$ cat src/rtl/drive_select_and_cylinder_tag_defines.vh
`ifndef DRIVE_SELECT_AND_CYLINDER_TAG_DEFINES_VH
`define DRIVE_SELECT_AND_CYLINDER_TAG_DEFINES_VH

// ==========================================================
// Register offsets (byte addresses on the plain port)
`define REG_CTRL          4'h0
`define REG_IRQ_STATUS    4'h4
`define REG_IRQ_MASK      4'h8
`define REG_CYL           4'hC

// ==========================================================
// Control register fields
`define CTRL_EXT1_BIT     0
`define CTRL_EXT2_BIT     1
`define CTRL_CLR_ERR_BIT  2
`define CTRL_RESET        2'h0

// ==========================================================
// Interrupt status and mask fields
`define IRQ_SELECT_BIT    0
`define IRQ_SEEK_BIT      1
`define IRQ_ERR_BIT       2
`define IRQ_WIDTH         3
`define IRQ_RESET         3'h0

// ==========================================================
// Bus-in status fields
`define BIN_READY_BIT     0
`define BIN_ONCYL_BIT     1
`define BIN_SEEKERR_BIT   2
`define BIN_FAULT_BIT     3

// ==========================================================
// Cylinder address limits and geometry
`define CYL_WIDTH         11
`define CYL_LOW_WIDTH     10
`define CYL_MAX           11'h4C0
`define CYL_RESET         11'h000
`define HI_BIT_LINE       0

`endif

$ cat src/rtl/cyl_latch.v
`timescale 1ns/100ps
`include "drive_select_and_cylinder_tag_defines.vh"
// ==========================================================
// Cylinder address register with both extension schemes
module cyl_latch (
	input  wire                      clk_i,      // System clock
	input  wire                      rstn_i,     // Sync reset, active low
	input  wire                      ce_i,       // Clock enable
	input  wire                      load_lo_i,  // Cylinder tag load
	input  wire                      load_hi_i,  // Head tag load
	input  wire                      ext1_i,     // Extension via cylinder tag
	input  wire                      ext2_i,     // Extension via head tag
	input  wire [`CYL_LOW_WIDTH-1:0] lines_i,    // Bus-out lines
	input  wire                      ext_line_i, // Tag-four lines
	output wire [`CYL_WIDTH-1:0]     next_o,     // Value the cylinder tag loads
	output reg  [`CYL_WIDTH-1:0]     cyl_o       // Latched address
);
	reg hi_bit;

	// Bit ten comes from the tag-four lines, the head tag, or is zero
	always @* begin
		if (ext1_i) begin
			hi_bit = ext_line_i;
		end else if (ext2_i) begin
			hi_bit = cyl_o[`CYL_LOW_WIDTH];
		end else begin
			hi_bit = 1'b0;
		end
	end

	// Line n carries weight two to the n
	assign next_o = {hi_bit, lines_i};

	// Value holds until the next load
	always @(posedge clk_i) begin
		if (!rstn_i) begin
			cyl_o <= `CYL_RESET;
		end else if (ce_i) begin
			if (load_lo_i) begin
				cyl_o <= next_o;
			end else if (load_hi_i & ext2_i) begin
				cyl_o[`CYL_LOW_WIDTH] <= lines_i[`HI_BIT_LINE];
			end
		end
	end
endmodule

$ cat src/rtl/drive_select_and_cylinder_tag.v
//Contract
// - On select tag, drive compares select lines with its own address.
// - Own address comes from switches, any value 0 to 15.
// - Match raised only on equal address and cable-absent inactive.
// - Cable-absent inactive only with cable, controller power, channel enabled.
// - Cylinder tag starts a seek toward the latched address.
// - Without extension, cylinder tag loads ten bus-out lines.
// - With cylinder-tag extension, bit ten comes from tag-four lines.
// - Cylinder above 1216 is refused and reports a seek error.
// - During the cylinder tag, status is returned on bus-in lines.
// - Ready only when at speed, first seek good, no fault.
// - All tags ignored until the drive is selected.
`timescale 1ns/100ps
`include "drive_select_and_cylinder_tag_defines.vh"
module drive_select_and_cylinder_tag #(
	parameter ADDR_W = 4,
	parameter BIN_W  = 8
) (
	input  wire                  SYS_CLK_I,       // 40 MHz system clock
	input  wire                  RSTN_I,          // Sync reset, active low
	input  wire                  CE_I,            // Clock enable
	input  wire                  SEL_TAG_I,       // Unit select tag
	input  wire [ADDR_W-1:0]     SEL_ADDR_I,      // Unit select lines
	input  wire [ADDR_W-1:0]     OWN_ADDR_I,      // Address switches
	input  wire                  CABLE_OK_I,      // Primary cable attached
	input  wire                  POWER_OK_I,      // Controller powered
	input  wire                  CHAN_OFF_I,      // Channel disabled
	input  wire                  CYL_TAG_I,       // Cylinder select tag
	input  wire                  HEAD_TAG_I,      // Head tag (tag two)
	input  wire [9:0]            OUT_LINE_I,      // Bus-out lines 0..9
	input  wire                  EXT_LINE_I,      // Tag-four lines
	input  wire                  AT_SPEED_I,      // Spindle up to speed
	input  wire                  FAULT_I,         // Any fault present
	input  wire                  ON_CYL_I,        // Positioner on cylinder
	input  wire                  SEEK_DONE_I,     // Positioner finished a seek
	output wire                  SELECTED_O,      // Unit selected
	output reg                   SEEK_START_O,    // Seek start pulse
	output wire [`CYL_WIDTH-1:0] CYL_ADDR_O,      // Latched cylinder address
	output reg  [BIN_W-1:0]      IN_LINE_O,       // Bus-in lines
	output reg                   IN_LINE_OE_O,    // Bus-in drivers on
	input  wire [3:0]            REG_ADDR_I,      // Register address
	input  wire [31:0]           REG_WDATA_I,     // Register write data
	input  wire                  REG_WR_I,        // Write strobe
	input  wire                  REG_RD_I,        // Read strobe
	output reg  [31:0]           REG_RDATA_O,     // Read data, next cycle
	output wire                  IRQ_O            // Level interrupt
);
	// ==========================================================
	// Declarations
	wire                  match;
	wire [`CYL_WIDTH-1:0] next_cyl;
	wire                  cyl_rise;
	wire                  head_rise;
	wire                  legal;
	wire                  seek_go;
	wire                  seek_bad;
	wire                  unit_ready;
	wire                  clr_err;
	wire [`IRQ_WIDTH-1:0] irq_events;
	reg  [1:0]            ctrl;
	reg  [`IRQ_WIDTH-1:0] irq_status;
	reg  [`IRQ_WIDTH-1:0] irq_mask;
	reg  [`IRQ_WIDTH-1:0] next_irq_status;
	reg                   cyl_tag_d;
	reg                   head_tag_d;
	reg                   seek_err;
	reg                   first_seek_ok;
	reg                   seek_pending;
	reg                   selected_d;

	// ==========================================================
	// Helper functions
	// True when a cylinder number lies inside the recording field
	function in_range;
		input [`CYL_WIDTH-1:0] cyl;
		begin
			in_range = (cyl <= `CYL_MAX);
		end
	endfunction

	// Zero-extends the cylinder address to the bus width
	function [31:0] pad32;
		input [`CYL_WIDTH-1:0] v;
		begin
			pad32 = {21'h000000, v};
		end
	endfunction

	// One place decides whether a strobe addresses a given register
	function reg_hit;
		input       strobe;
		input [3:0] addr;
		input [3:0] target;
		begin
			reg_hit = strobe & (addr == target);
		end
	endfunction

	// ==========================================================
	// Selection compare
	// Registered so the select lines have a full cycle to settle before use
	unit_match #(
		.ADDR_W     (ADDR_W)
	) u_match (
		.clk_i      (SYS_CLK_I),
		.rstn_i     (RSTN_I),
		.ce_i       (CE_I),
		.sel_tag_i  (SEL_TAG_I),
		.sel_addr_i (SEL_ADDR_I),
		.own_addr_i (OWN_ADDR_I),
		.cable_ok_i (CABLE_OK_I),
		.power_ok_i (POWER_OK_I),
		.chan_off_i (CHAN_OFF_I),
		.match_o    (match)
	);

	// The select tag is raised by the controller with its address
	assign SELECTED_O = match;

	// ==========================================================
	// Tag edge detection
	// Tags count only while selected, so an unselected drive sees nothing
	// Delayed copies reset low, as idle tags are, so reset makes no false edge
	always @(posedge SYS_CLK_I) begin
		if (!RSTN_I) begin
			cyl_tag_d  <= 1'b0;
			head_tag_d <= 1'b0;
			selected_d <= 1'b0;
		end else if (CE_I) begin
			cyl_tag_d  <= CYL_TAG_I & match;
			head_tag_d <= HEAD_TAG_I & match;
			selected_d <= match;
		end
	end

	// Receivers gated by selection
	assign cyl_rise  = CYL_TAG_I & match & ~cyl_tag_d;
	assign head_rise = HEAD_TAG_I & match & ~head_tag_d;

	// ==========================================================
	// Cylinder address register
	// Head tag must come first when extension is on that tag
	// Bit ten source is chosen inside the latch; extension one outranks two
	cyl_latch u_cyl (
		.clk_i      (SYS_CLK_I),
		.rstn_i     (RSTN_I),
		.ce_i       (CE_I),
		.load_lo_i  (cyl_rise),
		.load_hi_i  (head_rise),
		.ext1_i     (ctrl[`CTRL_EXT1_BIT]),
		.ext2_i     (ctrl[`CTRL_EXT2_BIT]),
		.lines_i    (OUT_LINE_I),
		.ext_line_i (EXT_LINE_I),
		.next_o     (next_cyl),
		.cyl_o      (CYL_ADDR_O)
	);

	// ==========================================================
	// Seek launch and legality
	// Only the cylinder tag edge launches or refuses a seek
	// A refused address is still latched so software can read what was asked
	assign legal    = in_range(next_cyl);
	assign seek_go  = cyl_rise & legal;
	assign seek_bad = cyl_rise & ~legal;

	// Seek start pulse one cycle after the tag edge
	always @(posedge SYS_CLK_I) begin
		if (!RSTN_I) begin
			SEEK_START_O <= 1'b0;
		end else if (CE_I) begin
			SEEK_START_O <= seek_go;
		end
	end

	// ==========================================================
	// Seek error and first-seek tracking
	// Clear request comes from software; a new error in the same cycle wins
	assign clr_err = reg_hit(REG_WR_I, REG_ADDR_I, `REG_CTRL) & REG_WDATA_I[`CTRL_CLR_ERR_BIT];

	always @(posedge SYS_CLK_I) begin
		if (!RSTN_I) begin
			seek_err      <= 1'b0;
			first_seek_ok <= 1'b0;
			seek_pending  <= 1'b0;
		end else if (CE_I) begin
			if (seek_bad) begin
				seek_err <= 1'b1;
			end else if (clr_err) begin
				seek_err <= 1'b0;
			end
			if (seek_go) begin
				seek_pending <= 1'b1;
			end else if (SEEK_DONE_I) begin
				seek_pending <= 1'b0;
			end
			// First completed seek without error arms readiness
			if (SEEK_DONE_I & seek_pending & ~seek_err) begin
				first_seek_ok <= 1'b1;
			end
		end
	end

	// Fault drops readiness at once; the first-seek flag never falls after reset
	// Ready needs speed, a good first seek and no fault
	assign unit_ready = AT_SPEED_I & first_seek_ok & ~FAULT_I;

	// ==========================================================
	// Bus-in status
	// Status goes out while the cylinder tag is held on a selected drive
	// Drivers come on one cycle after the tag; upper lines carry nothing here
	always @(posedge SYS_CLK_I) begin
		if (!RSTN_I) begin
			IN_LINE_O    <= {BIN_W{1'b0}};
			IN_LINE_OE_O <= 1'b0;
		end else if (CE_I) begin
			IN_LINE_OE_O                 <= CYL_TAG_I & match;
			IN_LINE_O                    <= {BIN_W{1'b0}};
			IN_LINE_O[`BIN_READY_BIT]    <= unit_ready;
			IN_LINE_O[`BIN_ONCYL_BIT]    <= ON_CYL_I;
			IN_LINE_O[`BIN_SEEKERR_BIT]  <= seek_err | seek_bad;
			IN_LINE_O[`BIN_FAULT_BIT]    <= FAULT_I;
		end
	end

	// ==========================================================
	// Control register
	// Bit two is a write-one strobe for the seek error and is not stored
	always @(posedge SYS_CLK_I) begin
		if (!RSTN_I) begin
			ctrl <= `CTRL_RESET;
		end else if (CE_I) begin
			if (reg_hit(REG_WR_I, REG_ADDR_I, `REG_CTRL)) begin
				ctrl <= REG_WDATA_I[1:0];
			end
		end
	end

	// ==========================================================
	// Interrupt status, mask and output
	// Selection event is the rising edge of the registered match
	assign irq_events[`IRQ_SELECT_BIT] = match & ~selected_d;
	assign irq_events[`IRQ_SEEK_BIT]   = seek_go;
	assign irq_events[`IRQ_ERR_BIT]    = seek_bad;

	// A read clears the status, but an event in that cycle still sticks
	always @* begin
		next_irq_status = irq_status;
		if (reg_hit(REG_RD_I, REG_ADDR_I, `REG_IRQ_STATUS)) begin
			next_irq_status = {`IRQ_WIDTH{1'b0}};
		end
		next_irq_status = next_irq_status | irq_events;
	end

	always @(posedge SYS_CLK_I) begin
		if (!RSTN_I) begin
			irq_status <= `IRQ_RESET;
			irq_mask   <= `IRQ_RESET;
		end else if (CE_I) begin
			irq_status <= next_irq_status;
			if (reg_hit(REG_WR_I, REG_ADDR_I, `REG_IRQ_MASK)) begin
				irq_mask <= REG_WDATA_I[`IRQ_WIDTH-1:0];
			end
		end
	end

	// Level output; it falls only when software reads the status or masks it
	assign IRQ_O = |(irq_status & irq_mask);

	// ==========================================================
	// Register read port
	// Data stands only in the cycle after the strobe; unmapped reads give zero
	always @(posedge SYS_CLK_I) begin
		if (!RSTN_I) begin
			REG_RDATA_O <= 32'h00000000;
		end else if (CE_I) begin
			REG_RDATA_O <= 32'h00000000;
			if (REG_RD_I) begin
				case (REG_ADDR_I)
					// Layout: b5 ready, b4 first seek good, b3 seek error, b2 match, b1..0 mode
					`REG_CTRL: begin
						REG_RDATA_O <= {26'h0000000, unit_ready, first_seek_ok, seek_err, match, ctrl};
					end
					// The clearing side effect of this read lives with the status flops
					`REG_IRQ_STATUS: begin
						REG_RDATA_O <= {29'h00000000, irq_status};
					end
					`REG_IRQ_MASK: begin
						REG_RDATA_O <= {29'h00000000, irq_mask};
					end
					`REG_CYL: begin
						REG_RDATA_O <= pad32(CYL_ADDR_O);
					end
					default: begin
						REG_RDATA_O <= 32'h00000000;
					end
				endcase
			end
		end
	end
endmodule

$ cat src/rtl/unit_match.v
`timescale 1ns/100ps
// ==========================================================
// Unit address compare, qualified by cable presence
module unit_match #(
	parameter ADDR_W = 4
) (
	input  wire              clk_i,        // System clock
	input  wire              rstn_i,       // Sync reset, active low
	input  wire              ce_i,         // Clock enable
	input  wire              sel_tag_i,    // Unit select tag
	input  wire [ADDR_W-1:0] sel_addr_i,   // Address on select lines
	input  wire [ADDR_W-1:0] own_addr_i,   // Switch-set own address
	input  wire              cable_ok_i,   // Primary cable attached
	input  wire              power_ok_i,   // Controller powered
	input  wire              chan_off_i,   // Channel disabled
	output reg               match_o       // Selection match
);
	wire cable_absent;

	// Absent unless cable, power and channel are all good
	assign cable_absent = ~(cable_ok_i & power_ok_i & ~chan_off_i);

	// Compare only while the tag is seen
	always @(posedge clk_i) begin
		if (!rstn_i) begin
			match_o <= 1'b0;
		end else if (ce_i) begin
			match_o <= sel_tag_i & (sel_addr_i == own_addr_i) & ~cable_absent;
		end
	end
endmodule

$ cat config.mk
export PLATFORM = sky130hd
export DESIGN_NAME = drive_select_and_cylinder_tag
export DESIGN_NICKNAME = d
export VERILOG_FILES = /design/src/rtl/cyl_latch.v /design/src/rtl/drive_select_and_cylinder_tag.v /design/src/rtl/unit_match.v
export VERILOG_INCLUDE_DIRS = /design/src /design/src/rtl
export SDC_FILE = /design/constraint.sdc
export NUM_CORES = 1
export LEC_CHECK = 0
export ABC_AREA = 1
export BUFFER_PORTS_ARGS = -buffer_cell sky130_fd_sc_hd__buf_2
export CORE_ASPECT_RATIO = 2
export CORE_MARGIN = 2
export CORE_UTILIZATION = 45
export CTS_BUF_LIST = sky130_fd_sc_hd__clkbuf_4
export DETAILED_ROUTE_END_ITERATION = 8
export PLACE_DENSITY = 0.95
export SYNTH_ARGS = -nofsm -noshare
export SYNTH_HDL_FRONTEND = slang
export SYNTH_SLANG_ARGS = --single-unit
$ cat constraint.sdc
create_clock -name SYS_CLK_I -period 1.2 [get_ports SYS_CLK_I]
set_input_delay 0.12 -clock SYS_CLK_I [delete_from_list [all_inputs] [get_ports SYS_CLK_I]]
set_output_delay 0.12 -clock SYS_CLK_I [all_outputs]
set_load 0.005 [all_outputs]
==> results.md <==
- Comb power frac: 0.106
- Most common cell after layout, fill and taps aside: buf_2
- FF+latch count, synth: 42
- Initial antenna violation count: 0
- Via density: 4.962
- Pins Over Slew Limit: 0
- Max Freq: 853.5 MHz
- Top FF cell, synth: dfxtp_1
- Full die area: 5184 um^2
- Die Y: 99.85 um
- Clock share of power: 0.356
- # diodes: 0
- Max_cap viols: 0
- Power density cells: 1021 nW/um^2
- Leakage: 1.217 nW
- Met2 wire len: 2.883 mm
- Nets: 439
- Peak supply drop: 777.0 uV
- Max layer used: met4
- Arr. time, crit path: 1.44 ns
- Clock root buffer: clkbuf_4
- Worst-Skew Late Latency: 0.38 ns
- Setup violations, final: 0
- Number of H-tree levels: 2
- GRT Util Overall: 0.2180
- Clock skew: 0.02101 ns
- CP Capture Type: flip-flop
- Routed Antenna Nets: 0
- Met1 wire length: 1.794 mm
- Req. time, crit path: 1.46 ns
- Fraction of registers with async set/reset: 0
- DR iter-0 viols: 62
- Post-route minimum period: 1.172 ns
- Area Overhead vs Synth: 24.52%
- Place WS: 0.002753 ns
- Site Rows: 34
- Commonest non-fill, non-tap cells in the layout: buf_2, nand2_1, dfxtp_1
- Vias in the first global route: 1964
- Total gr overflow: 0
- WHS: -0.003832 ns
- Global-route wire length before repair: 8.480 mm
- Setup slack, reg-to-reg: 0.03 ns
- Wire length on met3: 355 um
- DR WL/cell: 12.61 um
- IO buf count: 70
- Initial Util: 0.4717
- Synth Instances: 288
- Sequential element share of the synthesized area: 0.4068
- Kind of critical path: flip-flop to flip-flop
- Die Wd: 51.93 um
- EDFF count, synth: 0
- RSZ-0062 raised after global routing: yes
- Mapped Avg Cell Area: 7.177 um^2
- GPL Wtd Cong: 0.8775
- Area of the mapped netlist: 2067 um^2
- Proportion of layout cells with a drive suffix above 1: 0.3135
- Clock sinks: 42
- Netlist cell types: 27
- Largest net degree at the start of global routing: 23
- Psw: 0.6487 mW
- Via count: 2104
- Worst setup SP type: flip-flop
- Final hold vios: 2
- Ports: 125
- HPWL Detailed: 4.101 mm
- Outcome: complete, but fails checks
- Clock Tree Buf Depth: 2
- Design Power: 2.628 mW
- Num CTS Buffers: 5
- CTS tree: done
- Drt pass-1 iters: 5
- Yosys warnings: 0
- Drt total wl: 5.345 mm
- Core area: 4382 um^2
- CP max FO: 3
- Drt drc: 0
- Post-layout util: 0.5874
- Clock transition at the registers of the reported paths: 0.14 ns
- Int Power: 1.979 mW
- Sw frac: 0.2469
- Seq pwr share: 0.538
- Post-route clock period utilization: 0.9764
- Violated checks: hold timing
- Post-route setup slack: 0.02832 ns
- Hold WC Path Type: input pin to flip-flop
## path summary, 6_finish.rpt
check / startpoint / to / cells past startpoint
max: ctrl[1]$_SDFFE_PN0P_ / u_cyl.cyl_o[10]$_SDFFE_PN0P_ / 6
min reg2reg: REG_RDATA_O[0]$_SDFFE_PN0P_ / REG_RDATA_O[0]$_SDFFE_PN0P_ / 2
min: OUT_LINE_I[1] / u_cyl.cyl_o[1]$_SDFFE_PN0P_ / 3
max reg2reg: ctrl[1]$_SDFFE_PN0P_ / u_cyl.cyl_o[10]$_SDFFE_PN0P_ / 6
## worst max-delay path: stages (launching register included)
cell and delay, ns:
dfxtp_2 0.37, inv_1 0.06, or2_1 0.21, o21ai_1 0.15, nand2_1 0.07, a21oi_1 0.14
nor2_1 0.06
## timing repair
item | 4_1_cts | 5_1_grt
setup buffers | 1 | 0
endpoints found under the setup margin | 6 | 17
hold buffers | 4 | 0
endpoints found under the hold margin | 4 | 0
gates resized for setup | 2 | 9
## layer usage
layer,up-vias,GRT usage
met3,21,0.04167
met1,934,0.2137
li1,1048,-
met4,0,0.1599
met2,101,0.3846
met5,-,0
## cells in the mapped netlist, types with 4 or more instances
library cell | count | area (um^2)
nand2_1 | 58 | 217.7
nand4_1 | 5 | 31.28
buf_2 | 4 | 20.02
buf_4 | 27 | 202.7
o21ai_1 | 19 | 95.09
dfxtp_1 | 42 | 840.8
nor2_1 | 31 | 116.4
a21oi_1 | 29 | 145.1
inv_1 | 18 | 67.56
o21ai_0 | 11 | 55.05
nand3_1 | 16 | 80.08
inv_2 | 4 | 15.01
## cell type report
type                            instances  area, um^2
Timing Repair Buffer                   85       473.0
Multi-Input combinational cell        213        1022
Inverter                               22       85.08
Tap cell                               54       67.56
Sequential cell                        42       843.3
Fill cell                             405        1808
Clock buffer                            6       45.04
Clock inverter                          2       37.54
## power groups by stage
stage	Sequential, mW	Clock [mW]	Combinational [mW]
global placement	1.44	0	0.255
CTS	1.41	0.936	0.272
global route	1.42	0.975	0.313
detailed placement	1.44	0	0.260
floorplan	1.44	0	0.195
finish	1.41	0.936	0.278
## cells by family (layout without fill, tap and decap cells)
group / count (synthesis) / after routing / share of synthesized area
and+or+nand+nor: 124 / 124 / 0.2718
AOI/OAI and AO/OA: 62 / 62 / 0.1556
buffers and inverters: 57 / 115 / 0.1556
DFF: 42 / 42 / 0.4068
xor gates and xnor gates: 2 / 2 / 0.008476
other: 1 / 25 / 0.001814
## registers in the layout, summed over array words and instances (netlist names)
| register | count |
|---|---|
| seek_pending | 1 |
| IN_LINE_OE_O | 1 |
| selected_d | 1 |
| u_cyl.cyl_o | 11 |
| u_match.match_o | 1 |
| REG_RDATA_O | 11 |
| seek_err | 1 |
| irq_status | 3 |
| first_seek_ok | 1 |
| IN_LINE_O | 4 |
| ctrl | 2 |
| irq_mask | 3 |
| SEEK_START_O | 1 |
| head_tag_d | 1 |
## per-stage QoR
stage               area (um^2)   TNS, ns  std cells
floorplan                  2157         0        312
global placement           2411         0        411
detailed placement         2411         0        411
CTS                        2549         0        424
global route               2574  -0.08797        424
finish                     2574         0        424
Note: power is estimated with default switching activity, not from simulation.
